File: src/logic/tsr_defines.svh
`ifndef TSR_DEFINES_SVH
`define TSR_DEFINES_SVH

`define TSR_ADDR_W 8
`define TSR_OFF_TIMER_A 8'h34
`define TSR_OFF_MFIO 8'h38
`define TSR_OFF_CTRL0 8'h3c
`define TSR_OFF_CTRL1 8'h40
`define TSR_RST_TIMER_A 32'h1e1e1e1e
`define TSR_RST_MFIO 32'h00000000
`define TSR_RST_CTRL0 32'h0000003a
`define TSR_RST_CTRL1 32'h0000003a
`define TSR_FREEZE_BIT 31
`define TSR_SEL_W 7
`define TSR_SRC_N 128
`define TSR_QUAD_MASK 32'h7f7f7f7f
`define TSR_SINGLE_MASK 32'h0000007f
`define TSR_NUM_ROUTES 4

`endif

File: src/logic/tsr_pkg.sv
package tsr_pkg;
    typedef logic [6:0] tsr_sel_t;

    typedef struct packed {
        logic freeze;
        tsr_sel_t sel3;
        tsr_sel_t sel2;
        tsr_sel_t sel1;
        tsr_sel_t sel0;
    } tsr_route_t;

    typedef struct packed {
        logic cyc;
        logic stb;
        logic we;
        logic [3:0] sel;
        logic [7:0] adr;
        logic [31:0] dat;
    } tsr_wb_req_t;

    typedef struct packed {
        logic [3:0] timer_a;
        logic [3:0] mfio;
        logic ctrl0_tick;
        logic ctrl1_tick;
    } tsr_trig_out_t;

    typedef enum logic [1:0] {
        TSR_IDLE = 2'b01,
        TSR_ACK = 2'b10
    } tsr_bus_state_t;
endpackage

File: src/logic/tsr_trigger_route.sv
`timescale 1ns/1ps
`include "tsr_defines.svh"

// Notes on behaviour
// - Bit 31 of each route register is a freeze bit that software can set but not clear, and only reset clears it.
// - While the freeze bit is one every write to that register is ignored, otherwise writes update the fields.
// - The timer route register has four 7-bit selectors at 30:24, 22:16, 14:8 and 6:0 for timer triggers 3..0.
// - The timer route register resets to 1e1e1e1e.
// - The multifunction route register has four 7-bit selectors for multifunction triggers 3..0 and resets to zero.
// - The first tick route register has one selector at 6:0 driving controller 0 tick and resets to 3a.
// - The second tick route register at offset 40 has one selector at 6:0 driving controller 1 tick, reset 3a.
module tsr_trigger_route (
    input wire logic clk_i,
    input wire logic rst_i,
    input wire logic wb_cyc_i,
    input wire logic wb_stb_i,
    input wire logic wb_we_i,
    input wire logic [3:0] wb_sel_i,
    input wire logic [7:0] wb_adr_i,
    input wire logic [31:0] wb_dat_i,
    input wire logic [127:0] trig_src_i,
    output logic [31:0] wb_dat_o,
    output logic wb_ack_o,
    output logic wb_err_o,
    output logic [3:0] timer_a_internal_trigger_o,
    output logic [3:0] multifunc_timer_trigger_o,
    output logic ctrl0_ext_timestamp_tick_o,
    output logic ctrl1_ext_timestamp_tick_o
);
    import tsr_pkg::*;

    tsr_wb_req_t req;
    tsr_bus_state_t state_reg, state_next;
    logic [31:0] route_reg [4];
    logic [31:0] route_next [4];
    logic [31:0] rdat_reg, rdat_next;
    logic ack_reg, ack_next;
    logic err_reg, err_next;
    logic [2:0] hit;
    logic [6:0] sel_vec [10];
    logic [9:0] mux_out;

    function automatic logic [2:0] decode(input logic [7:0] adr);
        if (adr == `TSR_OFF_TIMER_A) begin
            decode = 3'h0;
        end else if (adr == `TSR_OFF_MFIO) begin
            decode = 3'h1;
        end else if (adr == `TSR_OFF_CTRL0) begin
            decode = 3'h2;
        end else if (adr == `TSR_OFF_CTRL1) begin
            decode = 3'h3;
        end else begin
            decode = 3'h4;
        end
    endfunction

    // Reserved bits always read and store as zero
    function automatic logic [31:0] field_mask(input logic [2:0] idx);
        field_mask = (idx < 3'h2) ? `TSR_QUAD_MASK : `TSR_SINGLE_MASK;
    endfunction

    always_comb begin
        req.cyc = wb_cyc_i;
        req.stb = wb_stb_i;
        req.we = wb_we_i;
        req.sel = wb_sel_i;
        req.adr = wb_adr_i;
        req.dat = wb_dat_i;
        hit = decode(req.adr);
    end

    // One wait state; ack drops the cycle after it is given so the master can release
    always_comb begin
        state_next = state_reg;
        ack_next = 1'b0;
        err_next = 1'b0;
        rdat_next = rdat_reg;
        for (int i = 0; i < `TSR_NUM_ROUTES; i++) begin
            route_next[i] = route_reg[i];
        end
        case (state_reg)
            TSR_IDLE: begin
                if (req.cyc && req.stb) begin
                    state_next = TSR_ACK;
                    // Partial-word access is refused, the registers are word only
                    if (hit == 3'h4 || req.sel != 4'hf) begin
                        err_next = 1'b1;
                        rdat_next = 32'h00000000;
                    end else begin
                        ack_next = 1'b1;
                        rdat_next = route_reg[hit[1:0]];
                        if (req.we && !route_reg[hit[1:0]][`TSR_FREEZE_BIT]) begin
                            // Freeze bit comes from the written data; a zero never clears it because writes are blocked while it is set
                            route_next[hit[1:0]] = (req.dat & field_mask(hit)) |
                                (req.dat & 32'h80000000);
                        end
                    end
                end
            end
            TSR_ACK: begin
                state_next = TSR_IDLE;
            end
            default: begin
                state_next = TSR_IDLE;
            end
        endcase
    end

    always_ff @(posedge clk_i) begin
        if (rst_i) begin
            state_reg <= TSR_IDLE;
            ack_reg <= 1'b0;
            err_reg <= 1'b0;
            rdat_reg <= 32'h00000000;
            route_reg[0] <= `TSR_RST_TIMER_A;
            route_reg[1] <= `TSR_RST_MFIO;
            route_reg[2] <= `TSR_RST_CTRL0;
            route_reg[3] <= `TSR_RST_CTRL1;
        end else begin
            state_reg <= state_next;
            ack_reg <= ack_next;
            err_reg <= err_next;
            rdat_reg <= rdat_next;
            for (int i = 0; i < `TSR_NUM_ROUTES; i++) begin
                route_reg[i] <= route_next[i];
            end
        end
    end

    always_comb begin
        sel_vec[0] = route_reg[0][6:0];
        sel_vec[1] = route_reg[0][14:8];
        sel_vec[2] = route_reg[0][22:16];
        sel_vec[3] = route_reg[0][30:24];
        sel_vec[4] = route_reg[1][6:0];
        sel_vec[5] = route_reg[1][14:8];
        sel_vec[6] = route_reg[1][22:16];
        sel_vec[7] = route_reg[1][30:24];
        sel_vec[8] = route_reg[2][6:0];
        sel_vec[9] = route_reg[3][6:0];
    end

    // Outputs are registered, so a route lags its source by one clock
    for (genvar g = 0; g < 10; g++) begin : g_mux
        tsr_route_mux u_mux (
            .clk_i(clk_i),
            .rst_i(rst_i),
            .src_i(trig_src_i),
            .sel_i(sel_vec[g]),
            .out_o(mux_out[g])
        );
    end

    assign wb_ack_o = ack_reg;
    assign wb_err_o = err_reg;
    assign wb_dat_o = rdat_reg;
    assign timer_a_internal_trigger_o = mux_out[3:0];
    assign multifunc_timer_trigger_o = mux_out[7:4];
    assign ctrl0_ext_timestamp_tick_o = mux_out[8];
    assign ctrl1_ext_timestamp_tick_o = mux_out[9];

    logic fire;
    assign fire = wb_cyc_i && wb_stb_i && state_reg == TSR_IDLE && wb_sel_i == 4'hf && wb_we_i;

    a_freeze_sticky: assert property (@(posedge clk_i) disable iff (rst_i)
        route_reg[0][31] |=> route_reg[0][31]) else $error("timer route freeze bit cleared");
    a_freeze_sticky_c1: assert property (@(posedge clk_i) disable iff (rst_i)
        $past(route_reg[3][31]) |-> route_reg[3][31]) else $error("tick1 freeze bit cleared");
    a_frozen_hold: assert property (@(posedge clk_i) disable iff (rst_i)
        route_reg[1][31] |=> $stable(route_reg[1])) else $error("frozen route changed");
    a_write_takes: assert property (@(posedge clk_i) disable iff (rst_i)
        fire && wb_adr_i == 8'h34 && !route_reg[0][31] |=> route_reg[0] == ($past(wb_dat_i) & 32'hff7f7f7f))
        else $error("timer route write lost");
    a_timer_sel3: assert property (@(posedge clk_i) disable iff (rst_i)
        ##1 ($past(rst_i) || timer_a_internal_trigger_o[3] == $past(trig_src_i[route_reg[0][30:24]])))
        else $error("timer trigger 3 misrouted");
    a_mfio_sel1: assert property (@(posedge clk_i) disable iff (rst_i)
        ##1 ($past(rst_i) || multifunc_timer_trigger_o[1] == $past(trig_src_i[route_reg[1][14:8]])))
        else $error("multifunction trigger 1 misrouted");
    a_tick0_route: assert property (@(posedge clk_i) disable iff (rst_i)
        ##1 ($past(rst_i) || ctrl0_ext_timestamp_tick_o == $past(trig_src_i[route_reg[2][6:0]])))
        else $error("tick 0 misrouted");
    a_tick1_reserved: assert property (@(posedge clk_i) disable iff (rst_i)
        route_reg[3][30:7] == 24'h000000) else $error("tick 1 reserved bits set");
    a_reset_value: assert property (@(posedge clk_i)
        rst_i |=> route_reg[0] == 32'h1e1e1e1e && route_reg[2] == 32'h0000003a)
        else $error("wrong reset value");
    a_ack_once: assert property (@(posedge clk_i) disable iff (rst_i)
        wb_ack_o |=> !wb_ack_o) else $error("ack held over two cycles");

    c_write: cover property (@(posedge clk_i) disable iff (rst_i) fire ##1 wb_ack_o);
    c_frozen: cover property (@(posedge clk_i) disable iff (rst_i) fire && route_reg[0][31]);
    c_error: cover property (@(posedge clk_i) disable iff (rst_i) wb_err_o);
endmodule

File: src/logic/tsr_route_mux.sv
`timescale 1ns/1ps
`include "tsr_defines.svh"

// Registered selection of one source out of the source vector
module tsr_route_mux (
    input wire logic clk_i,
    input wire logic rst_i,
    input wire logic [127:0] src_i,
    input wire logic [6:0] sel_i,
    output logic out_o
);
    logic out_reg;
    logic out_next;

    always_comb begin
        out_next = src_i[sel_i];
    end

    always_ff @(posedge clk_i) begin
        if (rst_i) begin
            out_reg <= 1'b0;
        end else begin
            out_reg <= out_next;
        end
    end

    assign out_o = out_reg;
endmodule

File: config.mk
export PLATFORM = sky130hd
export DESIGN_NAME = tsr_trigger_route
export DESIGN_NICKNAME = d
export VERILOG_FILES = /design/src/logic/tsr_pkg.sv /design/src/logic/tsr_trigger_route.sv /design/src/logic/tsr_route_mux.sv
export VERILOG_INCLUDE_DIRS = /design/src /design/src/logic
export SDC_FILE = /design/constraint.sdc
export NUM_CORES = 1
export LEC_CHECK = 0
export BUFFER_PORTS_ARGS = -buffer_cell sky130_fd_sc_hd__buf_2
export CORE_AREA = 2 2 213 215
export DETAILED_ROUTE_END_ITERATION = 10
export DIE_AREA = 0 0 215 217
export PLACE_DENSITY_LB_ADDON = 0.1
export SYNTH_ARGS = -nofsm -noshare
export SYNTH_HDL_FRONTEND = slang
export SYNTH_SLANG_ARGS = --single-unit
File: constraint.sdc
create_clock -name clk_i -period 3.3 [get_ports clk_i]
set_input_delay 0.66 -clock clk_i [delete_from_list [all_inputs] [get_ports clk_i]]
set_output_delay 0.66 -clock clk_i [all_outputs]
set_load 0.005 [all_outputs]
==> impl_metrics.ini <==
[status]
outcome = finished, final reports clean

[floorplan]
io_pins = 221
fp.dieW_microns = 215
die_area_sq_um = 46700
die_h_microns = 217
start_util_pct = 39.3
rows = 78
core-area_sq_um = 44700

[setup_path]
crit-reg2reg-capture = g_mux[0].u_mux.out_o
setup.worst_path.start_class = flip-flop
crit_arrival_ps = 3330
cpPeakStageDelay_ps = 750
reg2reg_depth = 5
cp_slowest_cell = dfxtp_2
crit_path_end = g_mux[0].u_mux.out_o
crit_required_ps = 3650
worstReg2RegStart = route_reg[0][0]
r2r_setup_slack_ps = 320
timing.critical_path.from = route_reg[0][0]
endpoint_kind = flip-flop
path_cells = mux4_2 > a22o_1 > o21ai_0 > o2111ai_1 > a41o_1
critical_path_peak_fanout = 15
crit_type = flip-flop to flip-flop

[global_route]
grt_max_degree = 43
grt_first_pass_wirelength_mm = 121
grt_overflow = 0
grt_usage_pct = 35.7
antenna_found_initial = 0
grt_pass1_vias = 17100

[clock_tree]
clock_path_buffers = 2
clock-sinks = 159
cts-root-buf = clkbuf_16
clkTransAtPathRegs_ps = 100
cts_tree = built
numCtsBuffers = 17
h-tree-depth = 4
clkLatencyLatePin_ps = 490
post-cts-setup-buffer-count = 0

[sta]
fin_setup_tns_ps = 0
setup_violations = 0
min_period_ps = 2980
skew_ps = 28.3
tightest_slew_ps = 1180
rsz0062_at_grt = false
finalCritPeriodShare_pct = 90.3
max_slew_margin_pct = 20.9
setup_ws_ps = 319
fmax_mhz = 335
final-hold-violation-count = 0
maxSlewViolCount = 0

[logic_synthesis]
yosysTopAreaCellShare_pct = 26.8
syn-cell-area_sq_um = 17600
yosys.cell_types.count = 56
post-synth-top-area-cell = mux4_2
synth_edf_count = 0
ys.flop_type = dfxtp_1
yosysSeqAreaShare_pct = 18.1
ys_top_cells_by_area = mux4_2, dfxtp_1, mux2i_1, a22oi_1, mux2_2
ys_async_sr_fraction_pct = 0
postSynthAreaPerCell_sq_um = 9.35
ys_seq_elements = 159
netlist_instances = 1881
yosys.cell_count.top_type = mux4_2
synth.cells.most_frequent = mux4_2, nand2_1, mux2i_1
yosysWarningCount = 0

[finish]
fin_nets = 2172
area_delta_synth_final_pct = 12.7
drive_above_1_share_pct = 34.4
largest_reg_flops = 116
design_area_sq_um = 19800
antenna-diode-count = 0

[place]
placed_cell_area_sq_um = 19300
dp_slack_ps = 33.3
numPortBuffers = 214
place_congestion = 1.03
place_hpwl_mm = 59.5

[power_and_ir_drop]
total_power_mw = 4.91
p_leak_nw = 7.52
vdd_drop_max_mv = 0.346
power_density_nw_per_um2 = 248

[hold_path]
whs_path_depth = 3
hold_class = input port to flip-flop

[detailed_routing]
detail-route-antenna-nets = 0
route.detailed.drc = 0
vias = 18200
avgViaCountPerCell = 6.98
wl_per_cell_microns = 32.5
dr.pass1.iters = 7
drt_wl_total_mm = 84.8
drtIter0Drc = 2413

[flow_run]
drv_cap = 0
## report_power, final
part / internal [mW] / switching, mW / total, mW
combinational: 0.394 / 0.598 / 0.992
sequential: 1.92 / 0.00199 / 1.93
clock: 0.984 / 1.01 / 2.00
## worst min-delay path by stage
stage	to	start	slack [ps]
6_report	route_reg[0][18]	wb_dat_i[18]	430
5_1_grt	route_reg[0][17]	wb_dat_i[17]	430
4_1_cts	route_reg[0][18]	wb_dat_i[18]	400
3_5_place_dp	route_reg[2][29]	route_reg[2][29]	440
3_3_place_gp	route_reg[2][17]	route_reg[2][17]	440
2_1_floorplan	route_reg[3][10]	route_reg[3][10]	430
## worst max-delay path: cells and delay by family, from the launching register on
| family | cells | cell delay (ps) |
|---|---|---|
| AOI/OAI and AO/OA | 4 | 1510 |
| DFF | 1 | 750 |
| muxes | 1 | 580 |
## repair_timing
item                                    in CTS  in global routing
hold buffers                                 0                  0
resized for setup                            0                  2
endpoints found under the setup margin       0                  1
## placed cells by master (no fill, tap or decap), types with 11 or more instances in the layout
cell / synthesis / layout
a221oi_1: 27 / 27
dfxtp_2: 0 / 19
o21ai_0: 12 / 12
nor3_1: 13 / 13
mux2i_1: 174 / 174
nor2_1: 51 / 51
inv_1: 25 / 25
dfxtp_1: 159 / 139
and2_1: 44 / 44
nor2b_1: 47 / 47
buf_4: 29 / 112
clkbuf_16: 0 / 17
nand4_1: 11 / 11
nand2b_1: 18 / 18
a2111oi_0: 13 / 11
mux2_2: 81 / 81
nand2_1: 195 / 195
and3_1: 11 / 11
nand3_1: 153 / 153
a21o_1: 23 / 23
o211ai_1: 11 / 11
o22ai_1: 18 / 18
a22oi_1: 133 / 133
a21oi_1: 102 / 102
mux4_2: 209 / 209
buf_2: 74 / 213
a211oi_1: 11 / 11
## kinds of logic after synthesis
| group | synth area share [%] |
|---|---|
| AOI/OAI and AO/OA | 16.4 |
| xor gates and xnor gates | 0.0498 |
| buffers and inverters | 6.89 |
| DFF | 18.1 |
| muxes | 41.9 |
| other | 0.0213 |
| and+or+nand+nor | 16.7 |
## cell type report
class	instances	area (sq um)
multi-input combinational	1461	13200
clock buffer	17	425
timing repair buffer	330	2010
fill	4438	24900
tap	600	751
inverter	26	97.6
clock inverter	15	129
sequential	159	3210
## stage by stage
| step | util (%) | hold slack, ps | instances |
|---|---|---|---|
| detailed placement | 43.1 | 445 | 2576 |
| finish | 44.4 | 429 | 2608 |
| floorplan | - | 430 | 1883 |
| global placement | 43.1 | 442 | 2576 |
| global route | 44.4 | 426 | 2608 |
| CTS | 44.4 | 398 | 2608 |
## metal layers
layer	vias up	GRT usage, %	share of wire, %	wire length [microns]
met4	0	17.9	5.7	4840
met2	1360	52.4	43	36100
li1	7555	-	-	-
met3	261	12.3	13	10900
met5	-	0	0	0
met1	9018	46.7	39	33000
Power figures use the tool's default switching activity.
